$ cat src/rtl/pcrs_map.svh
// register offsets, reset values and field layout of the program counter and return stack block
`ifndef PCRS_MAP_SVH
`define PCRS_MAP_SVH
`define PCRS_OFF_PCLOW      4'h0
`define PCRS_OFF_PCHLAT     4'h1
`define PCRS_OFF_PCULAT     4'h2
`define PCRS_OFF_TOSLOW     4'h3
`define PCRS_OFF_TOSHIGH    4'h4
`define PCRS_OFF_TOSUP      4'h5
`define PCRS_OFF_INDEX      4'h6
`define PCRS_OFF_FLAGS      4'h7
`define PCRS_OFF_PCVIEW     4'h8
`define PCRS_PC_W           21
`define PCRS_DEPTH          31
`define PCRS_PTR_W          5
`define PCRS_PTR_MAX        5'h1F
`define PCRS_FLAG_FULL_BIT  7
`define PCRS_FLAG_EMPTY_BIT 6
`define PCRS_PC_RST         21'h000000
`define PCRS_PTR_RST        5'h00
`define PCRS_PC_STEP        21'h000002
`endif

$ cat src/rtl/pcrs_pkg.sv
// types shared by the program counter and return stack block
`default_nettype none
package pcrs_pkg;
    typedef enum logic [3:0]
    {
        PCRS_OP_NONE    = 4'h0,
        PCRS_OP_NEXT    = 4'h1,
        PCRS_OP_JUMP    = 4'h2,
        PCRS_OP_CALL    = 4'h3,
        PCRS_OP_RETURN  = 4'h4,
        PCRS_OP_SWPUSH  = 4'h5,
        PCRS_OP_SWPOP   = 4'h6
    } pcrs_op_e;

    typedef struct packed
    {
        pcrs_op_e    op;
        logic [20:0] target;
    } pcrs_cmd_s;

    typedef struct packed
    {
        logic [3:0]  address;
        logic        read;
        logic        write;
        logic [31:0] writedata;
    } pcrs_bus_req_s;

    typedef enum logic [1:0]
    {
        PCRS_BUS_IDLE = 2'b00,
        PCRS_BUS_ACK  = 2'b01
    } pcrs_bus_state_e;
endpackage
`default_nettype wire

$ cat src/rtl/pcrs_stack_mem.sv
// return address storage: 31 flip-flop entries, one write port, one read port
`include "pcrs_map.svh"
`default_nettype none
module pcrs_stack_mem
    import pcrs_pkg::*;
#(
    parameter int DEPTH = `PCRS_DEPTH,
    parameter int PTR_W = `PCRS_PTR_W,
    parameter int PC_W  = `PCRS_PC_W
)
(
    input  wire logic             clk_i,
    input  wire logic             arst_n_i,
    input  wire logic             wr_en_i,
    input  wire logic [PTR_W-1:0] wr_idx_i,
    input  wire logic [PC_W-1:0]  wr_data_i,
    input  wire logic [PTR_W-1:0] rd_idx_i,
    output logic      [PC_W-1:0]  rd_data_o
);
    logic [PC_W-1:0] entry_ff [1:DEPTH];

    // index zero has no entry behind it
    genvar g;
    generate
        for (g = 1; g <= DEPTH; g++)
        begin : g_entry
            always_ff @(posedge clk_i or negedge arst_n_i)
            begin
                if (!arst_n_i)
                    entry_ff[g] <= '0;
                else if (wr_en_i && (wr_idx_i == PTR_W'(g)))
                    entry_ff[g] <= wr_data_i;
            end
        end
    endgenerate

    always_comb
    begin
        rd_data_o = '0;
        if (rd_idx_i != '0 && int'(rd_idx_i) <= DEPTH)
            rd_data_o = entry_ff[rd_idx_i];
    end
endmodule
`default_nettype wire

$ cat src/rtl/pcrs_bus_slave.sv
// avalon-mm slave front end: one wait cycle, then answer
`include "pcrs_map.svh"
`default_nettype none
module pcrs_bus_slave
    import pcrs_pkg::*;
(
    input  wire logic          clk_i,
    input  wire logic          arst_n_i,
    input  wire pcrs_bus_req_s req_i,
    output logic               accept_o,
    output logic               waitrequest_o
);
    typedef struct packed
    {
        pcrs_bus_state_e state;
    } pcrs_slv_s;

    pcrs_slv_s st_ff;
    pcrs_slv_s nxt_st;

    always_comb
    begin
        nxt_st = st_ff;
        case (st_ff.state)
            PCRS_BUS_IDLE:
            begin
                if (req_i.read || req_i.write)
                    nxt_st.state = PCRS_BUS_ACK;
            end
            PCRS_BUS_ACK:
            begin
                nxt_st.state = PCRS_BUS_IDLE;
            end
            default:
            begin
                nxt_st.state = PCRS_BUS_IDLE;
            end
        endcase
    end

    always_ff @(posedge clk_i or negedge arst_n_i)
    begin
        if (!arst_n_i)
            st_ff <= '{state: PCRS_BUS_IDLE};
        else
            st_ff <= nxt_st;
    end

    // accept on the ack cycle, where waitrequest is low
    assign accept_o      = (st_ff.state == PCRS_BUS_ACK) && (req_i.read || req_i.write);
    assign waitrequest_o = !(st_ff.state == PCRS_BUS_ACK);
endmodule
`default_nettype wire

$ cat src/rtl/pcrs_top.sv
// program counter with latched upper bytes and hardware return address stack
//
// The implementer's own choices: the address map and the Avalon-MM register port.
`include "pcrs_map.svh"
`default_nettype none
module pcrs_top
    import pcrs_pkg::*;
#(
    parameter int DEPTH = `PCRS_DEPTH,
    parameter int PTR_W = `PCRS_PTR_W,
    parameter int PC_W  = `PCRS_PC_W
)
(
    input  wire logic        CLK_I,
    input  wire logic        ARST_N_I,
    input  wire logic        POR_N_I,
    input  wire logic        FAULT_RESET_EN_I,
    input  wire pcrs_cmd_s   CMD_I,
    input  wire logic [3:0]  AVS_ADDRESS_I,
    input  wire logic        AVS_READ_I,
    input  wire logic        AVS_WRITE_I,
    input  wire logic [31:0] AVS_WRITEDATA_I,
    output logic      [31:0] AVS_READDATA_O,
    output logic             AVS_WAITREQUEST_O,
    output logic      [20:0] PC_O,
    output logic             STACK_FAULT_RESET_O
);
    ////////////////////////////////////////////////////////////////////////////////////////
    typedef struct packed
    {
        logic [PC_W-1:0]  pc;
        logic [7:0]       high_latch;
        logic [4:0]       upper_latch;
        logic [PTR_W-1:0] index;
        logic             full_flag;
        logic             empty_flag;
        logic             fault_rst;
        logic [31:0]      rdata;
        logic             wait_n;
        logic             cfg_en;
    } pcrs_state_s;

    pcrs_state_s st_ff;
    pcrs_state_s nxt_st;

    logic             por_meta_ff;
    logic             por_sync_ff;
    logic             mem_wr_en;
    logic [PTR_W-1:0] mem_wr_idx;
    logic [PC_W-1:0]  mem_wr_data;
    logic [PC_W-1:0]  tos;
    logic             accept;
    logic             slave_wait;
    pcrs_bus_req_s    bus_req;
    logic             rd_take;

    ////////////////////////////////////////////////////////////////////////////////////////
    // power-on reset indication from outside, synchronised
    always_ff @(posedge CLK_I or negedge ARST_N_I)
    begin
        if (!ARST_N_I)
        begin
            por_meta_ff <= 1'b0;
            por_sync_ff <= 1'b0;
        end
        else
        begin
            por_meta_ff <= POR_N_I;
            por_sync_ff <= por_meta_ff;
        end
    end

    assign bus_req = '{address: AVS_ADDRESS_I, read: AVS_READ_I, write: AVS_WRITE_I,
                       writedata: AVS_WRITEDATA_I};

    // a read is served as it is first seen, so its data stand on the answer cycle
    assign rd_take = bus_req.read && slave_wait;

    pcrs_bus_slave u_slave
    (
        .clk_i         (CLK_I),
        .arst_n_i      (ARST_N_I),
        .req_i         (bus_req),
        .accept_o      (accept),
        .waitrequest_o (slave_wait)
    );

    pcrs_stack_mem #(.DEPTH(DEPTH), .PTR_W(PTR_W), .PC_W(PC_W)) u_mem
    (
        .clk_i     (CLK_I),
        .arst_n_i  (ARST_N_I),
        .wr_en_i   (mem_wr_en),
        .wr_idx_i  (mem_wr_idx),
        .wr_data_i (mem_wr_data),
        .rd_idx_i  (st_ff.index),
        .rd_data_o (tos)
    );

    ////////////////////////////////////////////////////////////////////////////////////////
    // next state: core command first, bus access after
    always_comb
    begin
        logic [PC_W-1:0]  seq_pc;
        logic             do_push;
        logic             ovf_evt;
        logic             unf_evt;
        logic [7:0]       wb;
        seq_pc      = st_ff.pc + `PCRS_PC_STEP;
        do_push     = 1'b0;
        ovf_evt     = 1'b0;
        unf_evt     = 1'b0;
        wb          = bus_req.writedata[7:0];
        nxt_st      = st_ff;
        mem_wr_en   = 1'b0;
        mem_wr_idx  = st_ff.index;
        mem_wr_data = st_ff.pc;
        nxt_st.fault_rst = 1'b0;
        nxt_st.wait_n    = 1'b0;
        nxt_st.cfg_en    = FAULT_RESET_EN_I;

        ////////////////////////////////////////////////////////////////////////////////////
        // core command
        case (CMD_I.op)
            PCRS_OP_NEXT:
            begin
                nxt_st.pc = seq_pc;
            end
            PCRS_OP_JUMP:
            begin
                nxt_st.pc = {CMD_I.target[20:1], 1'b0};
            end
            PCRS_OP_CALL:
            begin
                // counter already points past the call
                do_push   = 1'b1;
                nxt_st.pc = {CMD_I.target[20:1], 1'b0};
            end
            PCRS_OP_SWPUSH:
            begin
                // counter stays, only the stack moves
                do_push = 1'b1;
            end
            PCRS_OP_RETURN:
            begin
                // pop on an empty stack
                if (st_ff.index == `PCRS_PTR_RST)
                begin
                    unf_evt           = 1'b1;
                    nxt_st.pc         = `PCRS_PC_RST;
                    nxt_st.empty_flag = 1'b1;
                    nxt_st.fault_rst  = st_ff.cfg_en;
                end
                else
                begin
                    nxt_st.pc    = {tos[20:1], 1'b0};
                    nxt_st.index = st_ff.index - 1'b1;
                end
            end
            PCRS_OP_SWPOP:
            begin
                if (st_ff.index != `PCRS_PTR_RST)
                begin
                    nxt_st.index = st_ff.index - 1'b1;
                end
            end
            default:
            begin
            end
        endcase

        ////////////////////////////////////////////////////////////////////////////////////
        // push side: below index 31 the pointer moves up and the new top entry is written in the same cycle
        if (do_push)
        begin
            mem_wr_en = 1'b1;
            if (st_ff.index == `PCRS_PTR_MAX)
            begin
                ovf_evt          = 1'b1;
                nxt_st.full_flag = 1'b1;
                if (st_ff.cfg_en)
                begin
                    mem_wr_en        = 1'b0;
                    nxt_st.fault_rst = 1'b1;
                    nxt_st.index     = `PCRS_PTR_RST;
                end
                else
                begin
                    mem_wr_idx = `PCRS_PTR_MAX;
                end
            end
            else
            begin
                mem_wr_idx   = st_ff.index + 1'b1;
                nxt_st.index = mem_wr_idx;
            end
        end

        ////////////////////////////////////////////////////////////////////////////////////
        // register read, served as the request is first seen
        if (rd_take)
        begin
            // unmapped words and unused bits read as zero
            nxt_st.rdata = '0;
            if (bus_req.address == `PCRS_OFF_PCLOW)
            begin
                nxt_st.rdata[7:0]  = st_ff.pc[7:0];
                nxt_st.high_latch  = st_ff.pc[15:8];
                nxt_st.upper_latch = st_ff.pc[20:16];
            end
            else if (bus_req.address == `PCRS_OFF_PCHLAT)
            begin
                nxt_st.rdata[7:0] = st_ff.high_latch;
            end
            else if (bus_req.address == `PCRS_OFF_PCULAT)
            begin
                nxt_st.rdata[4:0] = st_ff.upper_latch;
            end
            else if (bus_req.address == `PCRS_OFF_TOSLOW)
            begin
                nxt_st.rdata[7:0] = tos[7:0];
            end
            else if (bus_req.address == `PCRS_OFF_TOSHIGH)
            begin
                nxt_st.rdata[7:0] = tos[15:8];
            end
            else if (bus_req.address == `PCRS_OFF_TOSUP)
            begin
                nxt_st.rdata[4:0] = tos[20:16];
            end
            else if (bus_req.address == `PCRS_OFF_INDEX)
            begin
                nxt_st.rdata[4:0] = st_ff.index;
            end
            else if (bus_req.address == `PCRS_OFF_FLAGS)
            begin
                nxt_st.rdata[`PCRS_FLAG_FULL_BIT]  = st_ff.full_flag;
                nxt_st.rdata[`PCRS_FLAG_EMPTY_BIT] = st_ff.empty_flag;
            end
            else if (bus_req.address == `PCRS_OFF_PCVIEW)
            begin
                nxt_st.rdata[20:0] = st_ff.pc;
            end
        end

        ////////////////////////////////////////////////////////////////////////////////////
        // register write, taken on the answer cycle
        if (accept && bus_req.write)
        begin
            if (bus_req.address == `PCRS_OFF_PCLOW)
            begin
                nxt_st.pc = {st_ff.upper_latch, st_ff.high_latch, wb[7:1], 1'b0};
            end
            else if (bus_req.address == `PCRS_OFF_PCHLAT)
            begin
                nxt_st.high_latch = wb;
            end
            else if (bus_req.address == `PCRS_OFF_PCULAT)
            begin
                nxt_st.upper_latch = wb[4:0];
            end
            else if (bus_req.address == `PCRS_OFF_INDEX)
            begin
                nxt_st.index = wb[4:0];
            end
            else if (bus_req.address == `PCRS_OFF_FLAGS)
            begin
                // hardware set in the same cycle wins over a software clear
                nxt_st.full_flag  = wb[`PCRS_FLAG_FULL_BIT] | ovf_evt;
                nxt_st.empty_flag = wb[`PCRS_FLAG_EMPTY_BIT] | unf_evt;
            end
            else if (st_ff.index != `PCRS_PTR_RST && !mem_wr_en)
            begin
                // one byte, or the upper five bits, merged into the addressed entry
                mem_wr_idx  = st_ff.index;
                mem_wr_data = tos;
                if (bus_req.address == `PCRS_OFF_TOSLOW)
                begin
                    mem_wr_en         = 1'b1;
                    mem_wr_data[7:0]  = wb;
                end
                else if (bus_req.address == `PCRS_OFF_TOSHIGH)
                begin
                    mem_wr_en         = 1'b1;
                    mem_wr_data[15:8] = wb;
                end
                else if (bus_req.address == `PCRS_OFF_TOSUP)
                begin
                    mem_wr_en          = 1'b1;
                    mem_wr_data[20:16] = wb[4:0];
                end
            end
        end
    end

    ////////////////////////////////////////////////////////////////////////////////////////
    // either reset clears the pointer; the flags are cleared by both as well
    always_ff @(posedge CLK_I or negedge ARST_N_I)
    begin
        if (!ARST_N_I)
        begin
            st_ff       <= '0;
            // enable reads as set during the asynchronous reset; the power-on clear then holds it low until the level is sampled
            st_ff.cfg_en <= 1'b1;
        end
        else if (!por_sync_ff)
            st_ff <= '0;
        else
            st_ff <= nxt_st;
    end

    ////////////////////////////////////////////////////////////////////////////////////////
    // outputs straight from flip-flops; waitrequest from the slave state register
    assign AVS_READDATA_O      = st_ff.rdata;
    assign AVS_WAITREQUEST_O   = slave_wait;
    assign PC_O                = st_ff.pc;
    assign STACK_FAULT_RESET_O = st_ff.fault_rst;
endmodule
`default_nettype wire

$ cat config.mk
export PLATFORM = sky130hd
export DESIGN_NAME = pcrs_top
export DESIGN_NICKNAME = d
export VERILOG_FILES = /design/src/rtl/pcrs_pkg.sv /design/src/rtl/pcrs_stack_mem.sv /design/src/rtl/pcrs_bus_slave.sv /design/src/rtl/pcrs_top.sv
export VERILOG_INCLUDE_DIRS = /design/src /design/src/rtl
export SDC_FILE = /design/constraint.sdc
export NUM_CORES = 2
export LEC_CHECK = 0
export BUFFER_PORTS_ARGS = -buffer_cell sky130_fd_sc_hd__buf_2
export CAP_MARGIN = 20
export CORE_MARGIN = 4
export CORE_UTILIZATION = 65
export CTS_BUF_LIST = sky130_fd_sc_hd__clkbuf_8
export DETAILED_ROUTE_END_ITERATION = 6
export GPL_TIMING_DRIVEN = 0
export PLACE_DENSITY = 0.83
export SETUP_SLACK_MARGIN = 0.4
export SLEW_MARGIN = 20
export SYNTH_ARGS = -nofsm -noshare
export SYNTH_HDL_FRONTEND = slang
export SYNTH_SLANG_ARGS = --single-unit
export TNS_END_PERCENT = 50
$ cat constraint.sdc
create_clock -name CLK_I -period 10.7 [get_ports CLK_I]
set_clock_uncertainty 0.2 [all_clocks]
set_input_delay 2.14 -clock CLK_I [delete_from_list [all_inputs] [get_ports CLK_I]]
set_output_delay 2.14 -clock CLK_I [all_outputs]
set_load 0.05 [all_outputs]
==> results by stage <==
Die:
- The die covers 0.0570 mm².
- In this run the horizontal extent of the chip is 239 µm.
- The row count is 84.
- The die height is 239 µm.
- The initial standard-cell utilization of the core is 0.657.
- The core region is 0.0527 mm².
- The total I/O pin count is 122.

Logic synthesis:
- The dominant cell type by area after synthesis is dfrtp_1.
- The sequential-to-total area share from yosys stat is 0.519.
- Synthesis produced a netlist whose cell count is 3410.
- The number of unique standard cell types used by synthesis is 94.
- In the synthesized netlist the dominant register cell turns out to be dfrtp_1.
- The proportion of synthesized flip-flops having asynchronous set or reset is 1.00.
- By area the synthesized netlist is led by dfrtp_1, a21oi_1, mux4_2.
- The synthesized design contains 0 enable-type register cells.
- A synthesized cell averages 10.1 µm².
- The synthesized design contains between 700 and 800 register bits.
- The Yosys warning count is 0.
- Of the post-synthesis cell area, the dominant cell type holds 0.519.
- The total standard cell area after synthesis is 0.0346 mm².

Global routing:
- The overall track demand over capacity in global routing is 0.526.
- Entering global routing, the biggest net connects 110 pins.
- The number of global-route vias before repair is 31.5k.
- The number of antenna violations at the first check in global routing is 19.
- The first global-routing pass estimated 214000 µm of wire.
- The overall overflow remaining after global route is 0.

Worst setup path:
- The capturing point of the worst reg2reg path is u_mem.entry_ff[76].
- Data on the critical path is required at its endpoint by ~11 ns.
- Along the worst path, the maximum fanout reaches 10.
- The path depth of the worst reg2reg path is 13.
- In this run the critical register-to-register path is launched from st_ff[37].
- Across all register-to-register paths, the minimum setup slack is approximately 4.0 ns.
- The worst stage delay on the critical path is 0.79 ns.
- The worst setup path is launched from a flop.
- The critical path crosses 13 cells after its start point.
- Among cell families on the critical path, the largest total delay comes from buffers and inverters.
- The critical-path cell with the highest stage delay is nor3_1.
- The critical path class is flop to flop.
- Together, buffers and inverters on the worst path number 5.
- Data on the critical path arrives at its endpoint at 7.16 ns.
- The worst setup path is captured at a flop.
- The signal on the critical path passes through buf_6 -> buf_4 -> buf_4 -> clkinv_1 -> ha_1 -> or4b_1 -> nand3_1 -> o31ai_2 -> nand3_1 -> nor3_1 -> clkbuf_1 -> nor2_1 -> a21oi_1.

Finish:
- The top cell types in the final layout, fill and taps aside, are dfrtp_1, nor2_1, a21oi_1.
- The sequential cells in the finished layout cover a total of 0.0180 mm².
- In the final layout, the share of cells above drive strength 1 is 0.180.
- After filler insertion, the fill cell instance count of the layout stands at ~3.5k.
- The most common cell after layout, fill and taps aside is dfrtp_1.
- Measured on the finished design, the core utilization comes to 0.735.
- The total area of multi-input combinational cells is 0.0146 mm².
- The area added between synthesis and finish is 11.9%.
- The final layout contains 3696 nets.

Hold path:
- The path with the worst hold slack has its endpoint at por_sync_ff.
- The tightest min-delay check is of the flop to flop type.
- The critical hold path startpoint is por_meta_ff.
- Along the worst hold path, the cell count comes to 0.

Status:
- The run finished, with violations left.
- The checks that failed: design-rule violations.

Detailed routing:
- The number of routed nets with antenna violations is 0.
- Using the TritonRoute via totals, the vias-per-cell ratio works out to 7.40.
- Before antenna repair, the detailed router went through 7 iterations.
- After detailed routing, the met2 layer carries 60600 µm of wire.
- The met1 wire length is roughly 48000 µm.
- After detailed routing, the number of remaining DRC violations is 11.
- The total length of routed wires is 152000 µm.
- The total number of vias is 32.7k.
- The sum of met3 wire segment lengths after detailed routing is 26400 µm.
- The iteration-0 DRC count of the detailed router is ~6k.
- The uppermost signal routing layer after detailed routing is met5.
- The per-cell routed wire length is about 34 µm.

Timing:
- After layout, the minimum clock period comes to 6.67 ns.
- Across all setup checks in the final design, the least slack found is a little over 4 ns.
- The total of endpoints with negative setup slack in the final report is 0.
- Static timing analysis puts the maximum clock frequency at ~150 MHz.
- In the finished design, the share of the clock period the worst path needs comes to 0.624.
- Setup repair after global routing left no endpoint under its margin.
- The transition time of the tightest slew-check pin is 1.25 ns.
- The hold violation total from the final report came to 0.
- The final setup TNS is 0 ns.
- The relative slew slack is 0.161.
- The final count of pins violating max slew came to 0.

Clocking:
- The number of hold buffers added after cts is 0.
- Once the clock tree was built, the setup fixing pass inserted 0 buffers.
- Clock tree synthesis inserted a total of 112 buffers.
- The clock tree from TritonCTS is done.
- Counting along the longest clock path gives a buffer depth of 3.
- The root buffer cell is clkbuf_8.
- The post-cts repair resize count is 0.
- Clock-pin slew was measured on the worst setup and hold paths at ~0.060 ns.
- The tree built by TritonCTS fans out to 718 sinks.
- The H-tree generated during clock tree synthesis spans 3 levels.
- Clock latency on the worst-skew pair, taken at its later pin, is approximately 0.8 ns.

Place:
- The number of input and output port buffers inserted is roughly 80.
- The weighted congestion at the end of routability-driven global placement is 1.14.
- The post-placement worst setup slack is 4.52 ns.
- The HPWL after detailed placement is 108000 µm.

Power:
- The overall power after layout is 7.86 mW.
- The largest voltage drop on the vdd net is between 0.2 and 0.3 mV.
- Power spread over the standard cell area amounts to between 200 and 250 mW/mm².
- For this design the static power due to leakage is about 18 nW.

Flow run:
- The max-capacitance violation count is 0.
cell families (layout without fill, tap and decap cells):
logic type,count (synthesis),after routing,synth area share
adders and majority gates,4,4,0.00145
DFF,718,718,0.519
muxes,307,307,0.123
and+or+nand+nor,1027,1027,0.129
other,1,23,0.000108
AOI/OAI and AO/OA,943,943,0.163
xor gates and xnor gates,13,13,0.00351
buffers and inverters,397,695,0.0600
flip-flops by register name, indices dropped and copies added (netlist names):
| signal | count |
|---|---|
| por_meta_ff | 1 |
| STACK_FAULT_RESET_O | 1 |
| st_ff | 21 |
| u_slave.st_ff | 1 |
| por_sync_ff | 1 |
| u_mem.entry_ff | 651 |
| AVS_READDATA_O | 21 |
| PC_O | 21 |
cell usage after synthesis (all sizes together) (5+ instances only):
master / count
dfrtp: 717
nor2: 446
a21oi: 417
nand2: 320
o21ai: 268
buf: 206
clkbuf: 172
mux2i: 147
mux4: 87
mux2: 73
nor3: 69
nand3: 62
a22oi: 59
a221oi: 35
nor2b: 29
a22o: 25
nand2b: 20
o211a: 19
a211oi: 18
and3: 18
inv: 17
o22ai: 17
a31oi: 12
or3: 12
nand4: 9
and2: 8
nor3b: 8
o311a: 8
xnor2: 8
a32oi: 7
or2: 7
and4: 6
o211ai: 6
o21a: 6
a2111oi: 5
o221a: 5
xor2: 5
area by class of cell:
class	instances	area share
inverter	19	0.00184
tap	688	0.0222
buffer	378	0.0517
antenna	12	0.000776
timing repair buffer	91	0.0162
sequential	718	0.464
multi-input combinational	2305	0.378
clock buffer	146	0.0519
clock inverter	61	0.0137
per-layer routing:
metal / GRT usage / up-vias
met3: 0.280 / 1100
li1: - / 12500
met1: 0.626 / 15700
met4: 0.395 / 16
met2: 0.720 / 3451
met5: 0.000842 / -
stage by stage:
stage / hold slack (ns) / cells / cell area [µm²]
after global placement: 0.136 / 4190 / 35900
after detailed placement: 0.141 / 4198 / 36100
after CTS: 0.154 / 4405 / 38700
after global routing: 0.164 / 4407 / 38700
final: 0.151 / 4418 / 38700
after floorplan: 0.131 / 3420 / 34600
worst max path at each step:
stage | start | end
floorplan | CMD_I[23] | u_mem.entry_ff[281]
global placement | ARST_N_I | u_mem.entry_ff[391]
detailed placement | st_ff[37] | u_mem.entry_ff[12]
CTS | st_ff[37] | u_mem.entry_ff[12]
global route | st_ff[37] | u_mem.entry_ff[12]
finish | st_ff[37] | u_mem.entry_ff[76]
where the power goes:
part	leakage [nW]	internal, mW	switching (mW)	total, mW
Sequential	9.88	2.98	0.168	3.14
Combinational	6.52	0.632	1.46	2.09
Clock	1.44	1.45	1.18	2.62
Total	17.8	5.05	2.81	7.86
Power figures use the tool's default switching activity.
